## config.mk

```make
export PLATFORM = sky130hd
export DESIGN_NAME = tx_cmd_decode
export DESIGN_NICKNAME = d
export VERILOG_FILES = /design/src/design/tx_cmd_decode.sv /design/src/design/sticky_flag.sv
export SDC_FILE = /design/constraint.sdc
export NUM_CORES = 1
export LEC_CHECK = 0
export BUFFER_PORTS_ARGS = -buffer_cell sky130_fd_sc_hd__buf_2
export CAP_MARGIN = 5
export CORE_UTILIZATION = 55
export CTS_CLUSTER_SIZE = 10
export DETAILED_ROUTE_END_ITERATION = 7
export GPL_TIMING_DRIVEN = 0
export PLACE_DENSITY = 0.81
export SYNTH_ARGS = -nofsm -noshare
export SYNTH_HDL_FRONTEND = slang
export SYNTH_SLANG_ARGS = --single-unit
```

## constraint.sdc

```tcl
create_clock -name pclk -period 9.4 [get_ports pclk]
set_input_delay 0.47 -clock pclk [delete_from_list [all_inputs] [get_ports pclk]]
set_output_delay 0.47 -clock pclk [all_outputs]
set_load 0.02 [all_outputs]
```

## src/design/tx_cmd_decode.sv

```systemverilog
/*
  Transmit command word decoder: package of constants and types, then the
  decoder that parses each buffer's command words, strips offset bytes and
  end-alignment padding, and reports completion and faults over APB.
  Assumes a single pclk domain; the write stream and the payload sink are
  logic on the same clock, and software reaches the flags over APB.
*/
`timescale 1ns/100ps

// Notes on behaviour
// - With the completion-request bit set, the loaded flag rises once the whole buffer is taken.
// - The loaded flag can be routed onto the interrupt output under software control.
// - Padding words are swallowed and never reach the payload output.
// - Alignment code 00 means 4 bytes, 01 means 16, 10 means 32, and 11 is reserved.
// - The five-bit offset names the byte where payload starts, and output begins there.
// - The offset may reach into the first eight words, and all bytes before it are dropped.
// - First and last segment bits delimit packets on the payload output.
// - Buffer sizes of a packet are summed, and a mismatch with the packet length raises a fault.
package tx_cmd_pkg;
  // ------------------------------------------------------------
  // Register map and flag positions
  // ------------------------------------------------------------
  localparam logic [11:0] status_addr = 12'h000;
  localparam logic [11:0] mask_addr = 12'h004;
  localparam logic [11:0] info_addr = 12'h008;
  localparam int loaded_bit = 0;
  localparam int fault_bit = 1;
  localparam int num_flags = 2;
  localparam logic [1:0] mask_reset = 2'h0;
  // ------------------------------------------------------------
  // Alignment codes and their dword masks
  // ------------------------------------------------------------
  localparam logic [1:0] align_4 = 2'h0;
  localparam logic [1:0] align_16 = 2'h1;
  localparam logic [1:0] align_32 = 2'h2;
  localparam logic [1:0] align_rsvd = 2'h3;
  localparam logic [11:0] dw_mask_4 = 12'h000;
  localparam logic [11:0] dw_mask_16 = 12'h003;
  localparam logic [11:0] dw_mask_32 = 12'h007;

  typedef struct packed {
    logic done_req;
    logic [4:0] rsvd_hi;
    logic [1:0] end_align;
    logic [2:0] rsvd_mid;
    logic [4:0] start_off;
    logic [1:0] rsvd_lo;
    logic first_piece_marker;
    logic last_piece_marker;
    logic rsvd_size;
    logic [10:0] buf_size;
  } cmd_a_s;

  typedef struct packed {
    logic [15:0] tag;
    logic [4:0] rsvd;
    logic [10:0] pkt_len;
  } cmd_b_s;

  typedef struct packed {
    logic [31:0] data;
    logic [3:0] be;
    logic first;
    logic last;
  } payload_s;

  typedef enum logic [1:0] {
    st_cmd_a = 2'h0,
    st_cmd_b = 2'h1,
    st_data = 2'h3
  } state_e;
endpackage

module tx_cmd_decode import tx_cmd_pkg::*; (
  // Clock and reset
  input wire logic pclk,
  input wire logic presetn,
  // APB slave
  input wire logic psel,
  input wire logic penable,
  input wire logic pwrite,
  input wire logic [11:0] paddr,
  input wire logic [31:0] pwdata,
  output logic [31:0] prdata,
  output logic pready,
  output logic pslverr,
  // Command and payload words from the host
  input wire logic wr_valid,
  input wire logic [31:0] wr_data,
  output logic wr_ready,
  // Payload toward the transmit FIFO
  output payload_s out_word,
  output logic out_valid,
  input wire logic out_ready,
  // Interrupt
  output logic irq
);
  // ------------------------------------------------------------
  // Command decode and buffer geometry
  // ------------------------------------------------------------
  state_e state;
  state_e next_state;
  cmd_a_s cmd_a;
  logic [10:0] size_sum;
  logic [11:0] idx;
  logic [num_flags-1:0] mask;
  logic [num_flags-1:0] flags;
  logic [31:0] next_rdata;

  cmd_a_s wr_as_a;
  cmd_b_s wr_as_b;
  assign wr_as_a = cmd_a_s'(wr_data);
  assign wr_as_b = cmd_b_s'(wr_data);

  wire accept = wr_valid && wr_ready;
  // Reserved fields are never looked at, so stray bits cannot upset decode
  wire [11:0] end_byte = {7'h00, cmd_a.start_off} + {1'b0, cmd_a.buf_size};
  wire [11:0] data_dw = 12'(({1'b0, end_byte} + 13'h003) >> 2);
  wire [11:0] skip_dw = {9'h000, cmd_a.start_off[4:2]};
  wire [11:0] dw_mask = (cmd_a.end_align == align_16) ? dw_mask_16 :
                        (cmd_a.end_align == align_32) ? dw_mask_32 : dw_mask_4;
  // Words of the buffer including padding, rounded up to the boundary
  wire [11:0] total_dw = (data_dw + dw_mask) & ~dw_mask;
  wire last_dw = (idx == total_dw - 12'h001);
  wire keep = (idx >= skip_dw) && (idx < data_dw);
  wire emit = (state == st_data) && accept && keep;
  wire [3:0] lo_be = (idx == skip_dw) ? (4'hF << cmd_a.start_off[1:0]) : 4'hF;
  wire [3:0] hi_be = ((idx != data_dw - 12'h001) || (end_byte[1:0] == 2'h0)) ? 4'hF :
                     (4'hF >> (3'h4 - {1'b0, end_byte[1:0]}));
  wire [10:0] new_sum = (cmd_a.first_piece_marker ? 11'h000 : size_sum) + cmd_a.buf_size;
  wire b_taken = (state == st_cmd_b) && accept;
  wire len_bad = b_taken && cmd_a.last_piece_marker && (new_sum != wr_as_b.pkt_len);
  wire align_bad = b_taken && (cmd_a.end_align == align_rsvd);
  wire empty_buf = (total_dw == 12'h000);
  wire loaded_evt = cmd_a.done_req &&
                    ((b_taken && empty_buf) || ((state == st_data) && accept && last_dw));
  wire fault_evt = len_bad || align_bad;

  // Data waits on the sink; command words never stall
  assign wr_ready = (state != st_data) || !out_valid || out_ready;

  always_comb begin
    next_state = state;
    case (state)
      st_cmd_a: begin
        if (accept) begin
          next_state = st_cmd_b;
        end
      end
      st_cmd_b: begin
        if (accept) begin
          next_state = empty_buf ? st_cmd_a : st_data;
        end
      end
      st_data: begin
        if (accept && last_dw) begin
          next_state = st_cmd_a;
        end
      end
      default: next_state = st_cmd_a;
    endcase
  end

  always_ff @(posedge pclk or negedge presetn) begin
    if (!presetn) begin
      state <= st_cmd_a;
      cmd_a <= '0;
      idx <= 12'h000;
      size_sum <= 11'h000;
    end else begin
      state <= next_state;
      if ((state == st_cmd_a) && accept) begin
        cmd_a <= wr_as_a;
      end
      if (b_taken) begin
        size_sum <= new_sum;
      end
      if (state != st_data) begin
        idx <= 12'h000;
      end else if (accept) begin
        idx <= idx + 12'h001;
      end
    end
  end

  // ------------------------------------------------------------
  // Payload output register
  // ------------------------------------------------------------
  always_ff @(posedge pclk or negedge presetn) begin
    if (!presetn) begin
      out_valid <= 1'b0;
      out_word <= '0;
    end else begin
      if (emit) begin
        out_valid <= 1'b1;
        out_word.data <= wr_data;
        out_word.be <= lo_be & hi_be;
        out_word.first <= cmd_a.first_piece_marker && (idx == skip_dw);
        out_word.last <= cmd_a.last_piece_marker && (idx == data_dw - 12'h001);
      end else if (out_ready) begin
        out_valid <= 1'b0;
      end
    end
  end

  // ------------------------------------------------------------
  // Event flags, mask and interrupt
  // ------------------------------------------------------------
  wire wr_access = psel && penable && pwrite;
  wire status_wr = wr_access && (paddr == status_addr);
  wire mask_wr = wr_access && (paddr == mask_addr);
  wire mapped = (paddr == status_addr) || (paddr == mask_addr) || (paddr == info_addr);
  wire [num_flags-1:0] evts = {fault_evt, loaded_evt};

  for (genvar g = 0; g < num_flags; g++) begin : g_flag
    sticky_flag u_flag (
      .pclk(pclk),
      .presetn(presetn),
      .set(evts[g]),
      .clr(status_wr && pwdata[g]),
      .flag(flags[g])
    );
  end

  assign irq = |(flags & mask);

  always_ff @(posedge pclk or negedge presetn) begin
    if (!presetn) begin
      mask <= mask_reset;
    end else if (mask_wr) begin
      mask <= pwdata[num_flags-1:0];
    end
  end

  // ------------------------------------------------------------
  // APB read path
  // ------------------------------------------------------------
  assign next_rdata = (paddr == status_addr) ? {30'h0, flags} :
                      (paddr == mask_addr) ? {30'h0, mask} :
                      (paddr == info_addr) ? {19'h0, size_sum, state} : 32'h0;
  assign pready = 1'b1;
  assign pslverr = psel && penable && !mapped;

  // Read data captured in setup so it comes from a flop in the access phase
  always_ff @(posedge pclk or negedge presetn) begin
    if (!presetn) begin
      prdata <= 32'h0;
    end else if (psel && !penable) begin
      prdata <= next_rdata;
    end
  end
endmodule // tx_cmd_decode

```

## src/design/sticky_flag.sv

```systemverilog
/*
  One sticky event flag: set by a hardware pulse, cleared by software.
  Assumes set and clear are both synchronous to pclk.
*/
`timescale 1ns/100ps

module sticky_flag (
  // Clock and reset
  input wire logic pclk,
  input wire logic presetn,
  // Event and clear
  input wire logic set,
  input wire logic clr,
  // Flag
  output logic flag
);
  // Set wins so an event in the clearing cycle is not lost
  always_ff @(posedge pclk or negedge presetn) begin
    if (!presetn) begin
      flag <= 1'b0;
    end else if (set) begin
      flag <= 1'b1;
    end else if (clr) begin
      flag <= 1'b0;
    end
  end
endmodule // sticky_flag

```

==> metrics.txt, run 1 <==
# TYPE chip_impl_metric gauge
chip_impl_metric{name="period_share",unit="%"} 63.3
chip_impl_info{name="status",value="completed"} 1
chip_impl_metric{name="finalNetCount",unit=""} 977
chip_impl_metric{name="placement.io_buffers",unit=""} 107
chip_impl_info{name="cts-root-buf",value="sky130_fd_sc_hd__clkbuf_16"} 1
chip_impl_metric{name="final-hold-violation-count",unit=""} 0
chip_impl_metric{name="via_count_of_the_first_global_routing_pass",unit=""} 5609
chip_impl_metric{name="floorplan.die.height",unit="um"} 115
chip_impl_metric{name="max_cap_viol_count",unit=""} 0
chip_impl_metric{name="diodes",unit=""} 0
chip_impl_metric{name="drt_pre_antenna_iters",unit=""} 5
chip_impl_metric{name="postRouteAntennaNets",unit=""} 0
chip_impl_metric{name="fin_worst_skew",unit="ns"} 0.0113
chip_impl_metric{name="max_slew.worst_pin.slew",unit="ns"} 1.12
chip_impl_metric{name="gp_weighted_congestion",unit=""} 0.946
chip_impl_metric{name="critical_path_peak_fanout",unit=""} 7
chip_impl_metric{name="antenna_found_initial",unit=""} 0
chip_impl_metric{name="drcViolationCount",unit=""} 0
chip_impl_metric{name="ys_seq_elements",unit=""} 102
chip_impl_metric{name="wire_length_of_the_first_global_routing_pass",unit="um"} 27500
chip_impl_metric{name="grt_max_degree",unit=""} 53
chip_impl_info{name="worstSetupStartpoint",value="cmd_a[0]"} 1
chip_impl_metric{name="synth-edff-count",unit=""} 0
chip_impl_info{name="postSynth.topFlopCell",value="sky130_fd_sc_hd__dfrtp_1"} 1
chip_impl_info{name="rr_startpoint",value="cmd_a[0]"} 1
chip_impl_metric{name="clock_latency",unit="ns"} 0.36
chip_impl_metric{name="maxClockFrequency",unit="MHz"} 168
chip_impl_metric{name="floorplan.core_area",unit="sq um"} 12200
chip_impl_info{name="layout_commonest_cell",value="sky130_fd_sc_hd__buf_2"} 1
chip_impl_metric{name="final.fill_count",unit=""} 1015
chip_impl_metric{name="detailedPlacementHpwl",unit="um"} 12800
chip_impl_metric{name="die_x",unit="um"} 115
chip_impl_metric{name="worst-endpoint-required",unit="ns"} 9.62
chip_impl_metric{name="number_of_pins_exceeding_their_max_slew_limit_in_the_final_report",unit=""} 0
chip_impl_metric{name="routed-via-count",unit=""} 5726
chip_impl_metric{name="row_count",unit=""} 40
chip_impl_metric{name="htree_num_levels",unit=""} 3
chip_impl_info{name="cp-end-kind",value="flop"} 1
chip_impl_metric{name="drt_first_iter_violations",unit=""} 225
chip_impl_info{name="hp-class",value="input pin to async pin"} 1
chip_impl_metric{name="cts_inserted_buffers",unit=""} 9
chip_impl_info{name="cts_tree",value="yes"} 1
chip_impl_metric{name="totalNegativeSetupSlack",unit="ns"} 0
chip_impl_metric{name="drt-total-wl",unit="um"} 16500
chip_impl_metric{name="slew-limit-headroom",unit="%"} 24.9
chip_impl_metric{name="postCtsHoldBufs",unit=""} 0
chip_impl_metric{name="setup_violations",unit=""} 0
chip_impl_info{name="critical_path_class",value="flop to flop"} 1
chip_impl_metric{name="drt-wirelength-per-cell",unit="um"} 16.0
chip_impl_metric{name="grt.overflow.total",unit=""} 0
chip_impl_metric{name="cp_data_arrival_time",unit="ns"} 6.17
chip_impl_metric{name="synth_cell_types",unit=""} 76
chip_impl_metric{name="clock_sink_count",unit=""} 102
chip_impl_metric{name="layout_min_cycle_time",unit="ns"} 5.95
chip_impl_metric{name="area_delta_synth_final",unit="%"} 16.6
chip_impl_info{name="critPathLaunchType",value="flop"} 1
chip_impl_info{name="rsz0062_at_grt",value="no"} 1
chip_impl_metric{name="initial_core_util",unit="%"} 57.5
chip_impl_metric{name="avgViaCountPerCell",unit=""} 5.57
chip_impl_metric{name="clock_path_buffers",unit=""} 2
chip_impl_metric{name="ys.warnings.count",unit=""} 0
chip_impl_metric{name="synthCells",unit=""} 717
chip_impl_metric{name="post_cts.repair.setup_buffers",unit=""} 0
chip_impl_info{name="most-common-layout-cells",value="sky130_fd_sc_hd__buf_2, sky130_fd_sc_hd__dfrtp_1, sky130_fd_sc_hd__nand2_1"} 1
chip_impl_metric{name="syn_area_per_cell",unit="sq um"} 9.80
chip_impl_metric{name="drive_above_1_share",unit="%"} 26.9
chip_impl_metric{name="floorplan.io_pins",unit=""} 158
chip_impl_metric{name="clkTransAtPathRegs",unit="ns"} 0.07
chip_impl_metric{name="post_synth_instance_area",unit="sq um"} 7030
chip_impl_metric{name="fp.dieArea",unit="sq um"} 13200
chip_impl_metric{name="ctsResizeCount",unit=""} 0
chip_impl_metric{name="postSynth.asyncResetShare",unit="%"} 100
chip_impl_metric{name="grt.total_usage",unit="%"} 26.8
chip_impl_metric{name="synth_seq_area_share",unit="%"} 36.3
[registers in the layout, indices dropped and copies added (netlist names)]
register	count
out_word	38
size_sum	11
idx	12
mask	2
state	2
out_valid	1
g_flag.u_flag.flag	2
cmd_a	21
prdata	13
[logic make-up (layout without fill, tap and decap cells)]
kind of cell,count (synthesis),after routing,synth area share [%]
other cells,2,21,0.107
fa+ha+maj,39,39,7.27
xor+xnor,82,82,10.8
buf+inv,70,194,5.34
compound gates,143,143,14.5
flops,102,102,36.3
simple gates,219,219,16.2
mux,60,60,9.51
[through the flow]
step,instance area [sq um],cells,setup WS (ns),hold slack (ns),utilization [%]
2_1_floorplan,7100,736,4.59,0.174,-
3_3_place_gp,7840,1011,3.48,0.461,64.2
3_5_place_dp,7870,1012,3.53,0.472,64.5
4_1_cts,8190,1028,3.47,0.159,67.1
5_1_grt,8190,1028,2.94,0.195,67.1
6_report,8190,1028,3.45,0.134,67.1
[synth_stat cells, drive strengths merged, types with 4 or more instances]
library cell	n	area, sq um
nor4	14	130
mux2i	6	60.1
ha	36	450
o22ai	5	37.5
clkbuf	20	78.8
nor2b	17	106
mux2	54	608
or3	4	30.0
nor2	35	131
inv	23	86.3
and2	7	43.8
dfrtp	102	2550
buf	27	210
o211ai	7	57.6
and4	7	61.3
a21o	5	37.5
o21ai	46	241
nand2b	5	31.3
and3	5	31.3
xor2	31	279
a21oi	30	150
xnor2	50	453
a211oi	4	30.0
nand2	77	289
nand3	18	95.1
a31oi	4	25.0
nor3	13	65.1
nand4	8	50.1
o21bai	9	67.6
[path summary, 6_finish.rpt]
kind | endpoint | slack [ns] | cells after the start
min reg2reg | prdata[2] | 0.48 | 2
min | size_sum[2] | 0.13 | 1
min in group pclk | out_valid | 0.31 | 2
max in group asynchronous | idx[11] | 8.59 | 2
max | out_word[3] | 3.45 | 17
max reg2reg | out_word[3] | 3.45 | 17
[routing by layer]
layer / part of all wire [%] / GRT usage [%] / routed length (um) / vias up
met1: 44 / 35.4 / 7330 / 2714
li1: - / - / - / 2774
met4: 1.5 / 8.40 / 242 / 0
met5: 0 / 0 / 0 / -
met2: 46 / 43.1 / 7630 / 219
met3: 7.8 / 7.17 / 1290 / 19
[layout make-up]
| type | count | area, sq um | area share [%] |
|---|---|---|---|
| Sequential cell | 102 | 2550 | 31.2 |
| Multi-Input combinational cell | 564 | 4170 | 50.9 |
| Timing Repair Buffer | 108 | 566 | 6.90 |
| Tap cell | 168 | 210 | 2.57 |
| Inverter | 23 | 86.3 | 1.05 |
| Clock buffer | 10 | 239 | 2.92 |
| Buffer | 47 | 289 | 3.53 |
| Clock inverter | 6 | 80.1 | 0.978 |
[worst max-delay path: stages (launching register included)]
cell                        delay [ns]
sky130_fd_sc_hd__dfrtp_1          0.41
sky130_fd_sc_hd__ha_1             0.25
sky130_fd_sc_hd__fa_1             0.58
sky130_fd_sc_hd__o21ai_0          0.18
sky130_fd_sc_hd__a2111oi_4        0.44
sky130_fd_sc_hd__o211a_4          0.23
sky130_fd_sc_hd__nand3_2          0.18
sky130_fd_sc_hd__nor4_4           0.58
sky130_fd_sc_hd__xnor2_2          0.24
sky130_fd_sc_hd__ha_1             0.29
sky130_fd_sc_hd__and4_1           0.20
sky130_fd_sc_hd__a2111oi_0        0.47
sky130_fd_sc_hd__o2111ai_1        0.17
sky130_fd_sc_hd__o21bai_1         0.42
sky130_fd_sc_hd__nor3_1           0.27
sky130_fd_sc_hd__nand4_1          0.11
sky130_fd_sc_hd__nor3_1           0.63
sky130_fd_sc_hd__a31oi_1          0.17
Power of run 1 is left out: the tool's default activity adds up to more than one toggle a clock period on the data nets, which glitch-free logic cannot reach.
==> run 2: changes to the inputs <==
Clock period 9.4 ns to 5.86 ns, I/O delays scaled along.
==> run 2 against run 1 <==
  * Core utilization up 0.42 points
  * Register-to-register slack worse by 2.9 ns
  * Non-clock buffer count up 3
  * Fmax up 11%
  * Via count up 1.0%
  * Global-route usage about the same
  * Final cell count up 0.29%
  * Sequential share of layout area down 0.19 points
  * Clock-buffer cell count unchanged
  * Critical endpoint unchanged
  * Highest routed layer unchanged
==> metrics.txt, run 2 (synthesized netlist as in run 1, its figures left out) <==
# TYPE chip_impl_metric gauge
chip_impl_info{name="hp-class",value="input pin to flop"} 1
chip_impl_metric{name="htree_num_levels",unit=""} 3
chip_impl_metric{name="critical_path_peak_fanout",unit=""} 7
chip_impl_metric{name="slowest_delay",unit="ns"} 0.58
chip_impl_metric{name="max_cap_viol_count",unit=""} 0
chip_impl_metric{name="cp_data_arrival_time",unit="ns"} 5.60
chip_impl_info{name="layout_commonest_cell",value="sky130_fd_sc_hd__buf_2"} 1
chip_impl_metric{name="antenna_found_initial",unit=""} 0
chip_impl_info{name="cp-end-kind",value="flop"} 1
chip_impl_metric{name="avgViaCountPerCell",unit=""} 5.61
chip_impl_metric{name="drt_pre_antenna_iters",unit=""} 4
chip_impl_metric{name="initial_core_util",unit="%"} 57.5
chip_impl_metric{name="period_share",unit="%"} 91.4
chip_impl_info{name="rsz0062_at_grt",value="no"} 1
chip_impl_metric{name="via_count_of_the_first_global_routing_pass",unit=""} 5617
chip_impl_metric{name="drcViolationCount",unit=""} 0
chip_impl_info{name="critPathLaunchType",value="flop"} 1
chip_impl_metric{name="drt-wirelength-per-cell",unit="um"} 16.1
chip_impl_metric{name="drt_first_iter_violations",unit=""} 310
chip_impl_info{name="critical_path_class",value="flop to flop"} 1
chip_impl_metric{name="number_of_pins_exceeding_their_max_slew_limit_in_the_final_report",unit=""} 0
chip_impl_metric{name="worst_hold_slack",unit="ns"} 0.128
chip_impl_metric{name="routed-via-count",unit=""} 5785
chip_impl_metric{name="grt.total_usage",unit="%"} 26.8
chip_impl_info{name="status",value="completed"} 1
chip_impl_metric{name="placement.io_buffers",unit=""} 107
chip_impl_metric{name="postRouteAntennaNets",unit=""} 0
chip_impl_metric{name="row_count",unit=""} 40
chip_impl_metric{name="diodes",unit=""} 0
chip_impl_metric{name="largest_register_ff_count",unit=""} 38
chip_impl_metric{name="detailedPlacementHpwl",unit="um"} 12800
chip_impl_metric{name="grt.overflow.total",unit=""} 0
chip_impl_metric{name="clock_latency",unit="ns"} 0.36
chip_impl_metric{name="totalNegativeSetupSlack",unit="ns"} 0
chip_impl_metric{name="slew-limit-headroom",unit="%"} 23.1
chip_impl_info{name="critical-path-slowest-cell",value="sky130_fd_sc_hd__fa_1"} 1
chip_impl_metric{name="gp_weighted_congestion",unit=""} 0.946
chip_impl_metric{name="clock_sink_count",unit=""} 102
chip_impl_info{name="regMostFlops",value="out_word"} 1
chip_impl_metric{name="clkTransAtPathRegs",unit="ns"} 0.07
chip_impl_metric{name="finalNetCount",unit=""} 980
chip_impl_metric{name="clock_path_buffers",unit=""} 2
chip_impl_metric{name="max_slew.worst_pin.slew",unit="ns"} 1.15
chip_impl_metric{name="maxClockFrequency",unit="MHz"} 187
chip_impl_info{name="path_common_cell",value="sky130_fd_sc_hd__ha_1"} 1
chip_impl_metric{name="fin_worst_skew",unit="ns"} 0.0107
chip_impl_metric{name="layout_min_cycle_time",unit="ns"} 5.36
chip_impl_info{name="crit_chain",value="ha_1 -> fa_1 -> o21ai_0 -> a2111oi_4 -> o211a_4 -> nand3_2 -> nor4_4 -> xnor2_2 -> ha_1 -> and4_1 -> a2111oi_0 -> o2111ai_1 -> o21bai_2 -> nor3_1 -> nand4_1 -> nor3_4 -> a31oi_1"} 1
chip_impl_info{name="most-common-layout-cells",value="sky130_fd_sc_hd__buf_2, sky130_fd_sc_hd__dfrtp_1, sky130_fd_sc_hd__nand2_1"} 1
chip_impl_metric{name="die_x",unit="um"} 115
chip_impl_info{name="cts_tree",value="yes"} 1
chip_impl_info{name="cts-root-buf",value="sky130_fd_sc_hd__clkbuf_16"} 1
chip_impl_info{name="largestRegisters",value="out_word (38), cmd_a (21), prdata (13)"} 1
chip_impl_metric{name="floorplan.io_pins",unit=""} 158
chip_impl_metric{name="wire_length_of_the_first_global_routing_pass",unit="um"} 27500
chip_impl_metric{name="fp.dieArea",unit="sq um"} 13200
chip_impl_metric{name="floorplan.core_area",unit="sq um"} 12200
chip_impl_metric{name="area_delta_synth_final",unit="%"} 17.3
chip_impl_metric{name="final-hold-violation-count",unit=""} 0
chip_impl_metric{name="grt_max_degree",unit=""} 53
chip_impl_metric{name="drt-total-wl",unit="um"} 16600
chip_impl_metric{name="worst-endpoint-required",unit="ns"} 6.10
chip_impl_metric{name="drive_above_1_share",unit="%"} 27.2
chip_impl_metric{name="cts_inserted_buffers",unit=""} 9
chip_impl_metric{name="setup_violations",unit=""} 0
chip_impl_metric{name="floorplan.die.height",unit="um"} 115
-- run 2: final timing paths --
path / to / startpoint / cells after the start / slack [ns]
worst max-delay path: out_word[3] / cmd_a[0] / 17 / 0.50
worst min-delay path: out_valid / out_ready / 2 / 0.13
worst max register to register: out_word[3] / cmd_a[0] / 17 / 0.50
worst min register to register: prdata[2] / prdata[2] / 2 / 0.48
max in group asynchronous: idx[11] / presetn / 3 / 4.67
min in group asynchronous: size_sum[2] / presetn / 2 / 0.51
-- run 2: per-stage QoR --
stage | std cells | util, % | cell area [sq um] | worst slack, ns
final | 1031 | 67.5 | 8240 | 0.502
after global routing | 1031 | 67.5 | 8240 | 0.0901
after CTS | 1029 | 67.2 | 8210 | 0.158
after detailed placement | 1012 | 64.5 | 7870 | -0.0106
after global placement | 1011 | 64.2 | 7840 | -0.0637
after floorplan | 736 | - | 7100 | 1.05
-- run 2: layout make-up --
type                    count  area (sq um)
plain buffers              47           289
clock buffers              10           239
clock inverters             6          80.1
fillers                  1008          3970
inverters                  23          86.3
multi-input cells         564          4200
flip-flops and latches    102          2550
well taps                 168           210
repair buffers            111           591
-- run 2: layer usage --
metal | track usage, % | vias to the layer above | share of wire (%)
met2 | 43.1 | 207 | 46
met4 | 8.40 | 0 | 2.0
li1 | - | 2786 | -
met1 | 35.5 | 2766 | 45
met3 | 7.17 | 26 | 7.6
met5 | 0 | - | 0
-- run 2: critical path: cells and delay by family, from the launching register on --
family / cells / cell delay (ns)
flip-flops: 1 / 0.41
AO/OA/AOI/OAI: 7 / 2.01
adder cells (fa/ha/maj): 3 / 1.12
AND/OR/NAND/NOR: 6 / 1.46
XOR/XNOR: 1 / 0.23
-- run 2: what timing repair did --
action	4_1_cts	5_1_grt
setup buffers	0	2
endpoints found under the hold margin	38	0
hold buffers	1	0
pin swaps	0	1
setup endpoints to repair	4	36
resized for setup	1	3
Power of run 2 is left out for the same reason.
==> run 3: changes to the inputs <==
Settings changed: CORE_UTILIZATION 55 to 31, PLACE_DENSITY 0.81 to 0.51.
==> run 3 against run 2 <==
  * The run now ends with design-rule violations left
  * Final area grew 1.4%
  * Core utilization is 30 points lower
  * Flip-flop and latch count is the same
  * Via count decreased by 2.9%
  * Hold slack improved by 0.0052 ns
  * Highest routed layer unchanged
  * Critical path depth is the same
  * Sequential share of layout area fell by 0.44 points
  * Clock-buffer cell count is the same
  * Non-clock buffer count rose by 2
==> metrics.txt, run 3 (synthesized netlist as in run 1, its figures left out) <==
# TYPE chip_impl_metric gauge
chip_impl_metric{name="maxClockFrequency",unit="MHz"} 182
chip_impl_metric{name="floorplan.core_area",unit="sq um"} 22000
chip_impl_info{name="crit_chain",value="ha_1 -> fa_1 -> xnor2_2 -> a2111oi_4 -> o211a_4 -> nand3_2 -> nor4_4 -> xnor2_2 -> ha_1 -> and4_1 -> a2111oi_0 -> o2111ai_1 -> o21bai_2 -> nor3_1 -> nand4_1 -> nor3_4 -> a31oi_1"} 1
chip_impl_metric{name="cp_data_arrival_time",unit="ns"} 5.73
chip_impl_metric{name="drt-total-wl",unit="um"} 18000
chip_impl_info{name="critical-path-slowest-cell",value="sky130_fd_sc_hd__a2111oi_0"} 1
chip_impl_info{name="regMostFlops",value="out_word"} 1
chip_impl_metric{name="diodes",unit=""} 0
chip_impl_metric{name="avgViaCountPerCell",unit=""} 4.91
chip_impl_metric{name="row_count",unit=""} 54
chip_impl_metric{name="number_of_pins_exceeding_their_max_slew_limit_in_the_final_report",unit=""} 0
chip_impl_metric{name="initial_core_util",unit="%"} 31.9
chip_impl_metric{name="place_worst_setup_slack",unit="ns"} -0.300
chip_impl_metric{name="clock_path_buffers",unit=""} 2
chip_impl_metric{name="clkTransAtPathRegs",unit="ns"} 0.08
chip_impl_info{name="critPathLaunchType",value="flop"} 1
chip_impl_metric{name="critical_path_buf_inv_count",unit=""} 0
chip_impl_metric{name="grt.overflow.total",unit=""} 0
chip_impl_metric{name="finalInstanceArea",unit="sq um"} 8360
chip_impl_metric{name="worst-endpoint-required",unit="ns"} 6.09
chip_impl_metric{name="placement.cell_area",unit="sq um"} 8010
chip_impl_metric{name="clock_sink_count",unit=""} 102
chip_impl_metric{name="floorplan.io_pins",unit=""} 158
chip_impl_metric{name="final.fill_count",unit=""} 2240
chip_impl_metric{name="grt.total_usage",unit="%"} 15.9
chip_impl_metric{name="drt_pre_antenna_iters",unit=""} 7
chip_impl_metric{name="cts_inserted_buffers",unit=""} 9
chip_impl_metric{name="r2r.worst_path.cells",unit=""} 17
chip_impl_metric{name="antenna_found_initial",unit=""} 0
chip_impl_metric{name="floorplan.die.height",unit="um"} 153
chip_impl_info{name="rsz0062_at_grt",value="no"} 1
chip_impl_info{name="cts_tree",value="yes"} 1
chip_impl_info{name="critical_path_class",value="flop to flop"} 1
chip_impl_metric{name="detailedPlacementHpwl",unit="um"} 14000
chip_impl_info{name="cp_top_family",value="compound AO/OA/AOI/OAI gates"} 1
chip_impl_metric{name="fp.dieArea",unit="sq um"} 23300
chip_impl_metric{name="clock_latency",unit="ns"} 0.36
chip_impl_metric{name="drt_first_iter_violations",unit=""} 226
chip_impl_info{name="status",value="finished, violations left"} 1
chip_impl_metric{name="routed-via-count",unit=""} 5620
chip_impl_info{name="cts-root-buf",value="sky130_fd_sc_hd__clkbuf_16"} 1
chip_impl_metric{name="multi_input_comb_area",unit="sq um"} 4200
chip_impl_metric{name="via_count_of_the_first_global_routing_pass",unit=""} 5465
chip_impl_metric{name="finish.utilization",unit="%"} 38.0
chip_impl_metric{name="final_critical_path_setup_slack",unit="ns"} 0.362
chip_impl_metric{name="largest_register_ff_count",unit=""} 38
chip_impl_metric{name="fin_worst_skew",unit="ns"} 0.0129
chip_impl_metric{name="wire_length_of_the_first_global_routing_pass",unit="um"} 29400
chip_impl_metric{name="placement.io_buffers",unit=""} 107
chip_impl_metric{name="totalNegativeSetupSlack",unit="ns"} 0
chip_impl_metric{name="drive_above_1_share",unit="%"} 27.4
chip_impl_metric{name="final-hold-violation-count",unit=""} 0
chip_impl_info{name="largestRegisters",value="out_word (38), cmd_a (21), prdata (13)"} 1
chip_impl_metric{name="finalNetCount",unit=""} 982
chip_impl_metric{name="grt_max_degree",unit=""} 56
chip_impl_metric{name="gp_weighted_congestion",unit=""} 0.849
chip_impl_info{name="failed_checks",value="design-rule violations"} 1
chip_impl_info{name="most-common-layout-cells",value="sky130_fd_sc_hd__buf_2, sky130_fd_sc_hd__dfrtp_1, sky130_fd_sc_hd__nand2_1"} 1
chip_impl_metric{name="drcViolationCount",unit=""} 7
chip_impl_metric{name="layout.area.seq",unit="sq um"} 2550
chip_impl_metric{name="area_delta_synth_final",unit="%"} 19.0
chip_impl_metric{name="setup_violations",unit=""} 0
chip_impl_metric{name="crit_cells",unit=""} 17
chip_impl_info{name="hp-class",value="input pin to flop"} 1
chip_impl_metric{name="drt-wirelength-per-cell",unit="um"} 15.7
chip_impl_metric{name="max_cap_viol_count",unit=""} 0
chip_impl_info{name="layout_commonest_cell",value="sky130_fd_sc_hd__buf_2"} 1
chip_impl_metric{name="period_share",unit="%"} 93.8
chip_impl_metric{name="slowest_delay",unit="ns"} 0.54
chip_impl_metric{name="postRouteAntennaNets",unit=""} 0
chip_impl_metric{name="die_x",unit="um"} 153
chip_impl_info{name="cp-end-kind",value="flop"} 1
chip_impl_metric{name="max_slew.worst_pin.slew",unit="ns"} 1.23
chip_impl_metric{name="slew-limit-headroom",unit="%"} 17.6
chip_impl_metric{name="hold_path_cell_cnt",unit=""} 2
chip_impl_metric{name="htree_num_levels",unit=""} 3
chip_impl_metric{name="layout_min_cycle_time",unit="ns"} 5.50
chip_impl_metric{name="critical_path_peak_fanout",unit=""} 7
==> run 3: cell count changes in the layout (fill, tap and decap cells not counted) <==
| cell | before | now |
|---|---|---|
| sky130_fd_sc_hd__inv_6 | 1 | 2 |
| sky130_fd_sc_hd__buf_4 | 28 | 30 |
| sky130_fd_sc_hd__clkinv_8 | 1 | 0 |
| sky130_fd_sc_hd__bufinv_16 | 1 | 0 |
| sky130_fd_sc_hd__clkinv_2 | 0 | 2 |
| sky130_fd_sc_hd__clkinv_4 | 2 | 1 |
==> run 3: worst register-to-register path: stages, from the launching register on <==
cell                        delay, ns
sky130_fd_sc_hd__dfrtp_1         0.42
sky130_fd_sc_hd__ha_1            0.26
sky130_fd_sc_hd__fa_1            0.49
sky130_fd_sc_hd__xnor2_2         0.28
sky130_fd_sc_hd__a2111oi_4       0.42
sky130_fd_sc_hd__o211a_4         0.26
sky130_fd_sc_hd__nand3_2         0.18
sky130_fd_sc_hd__nor4_4          0.37
sky130_fd_sc_hd__xnor2_2         0.24
sky130_fd_sc_hd__ha_1            0.29
sky130_fd_sc_hd__and4_1          0.22
sky130_fd_sc_hd__a2111oi_0       0.54
sky130_fd_sc_hd__o2111ai_1       0.17
sky130_fd_sc_hd__o21bai_2        0.35
sky130_fd_sc_hd__nor3_1          0.24
sky130_fd_sc_hd__nand4_1         0.18
sky130_fd_sc_hd__nor3_4          0.34
sky130_fd_sc_hd__a31oi_1         0.15
==> run 3: routing by layer <==
layer,share of wire (%),GRT usage [%]
met1,51,23.4
met2,42,23.5
met3,5.8,3.21
met4,1.2,4.38
met5,0,0
==> run 3: worst paths after layout <==
| path | start | slack, ns | to |
|---|---|---|---|
| worst max-delay path | cmd_a[0] | 0.36 | out_word[3] |
| worst min-delay path | out_ready | 0.13 | out_valid |
| worst max register to register | cmd_a[0] | 0.36 | out_word[3] |
| worst min register to register | prdata[2] | 0.48 | prdata[2] |
| max in group asynchronous | presetn | 4.66 | cmd_a[31] |
| min in group asynchronous | presetn | 0.51 | out_word[19] |
==> run 3: what timing repair did <==
action | CTS | global route
setup buffers | 0 | 4
setup endpoints to repair | 4 | 36
pin swaps | 0 | 2
hold endpoints to repair | 33 | 0
resized for setup | 2 | 2
hold buffers | 1 | 0
==> run 3: per-stage QoR <==
| stage | std cells | hold WS, ns |
|---|---|---|
| floorplan | 736 | -0.00259 |
| global placement | 1123 | 0.460 |
| detailed placement | 1124 | 0.374 |
| CTS | 1141 | 0.117 |
| global route | 1145 | 0.126 |
| finish | 1145 | 0.134 |
==> run 3: layout make-up <==
| type | instances | area share (%) |
|---|---|---|
| Multi-Input combinational cell | 564 | 50.2 |
| Sequential cell | 102 | 30.5 |
| Timing Repair Buffer | 113 | 7.24 |
| Tap cell | 280 | 4.19 |
| Buffer | 47 | 3.46 |
| Clock buffer | 10 | 2.86 |
| Inverter | 23 | 1.03 |
| Clock inverter | 6 | 0.524 |
Power of run 3 is left out for the same reason.
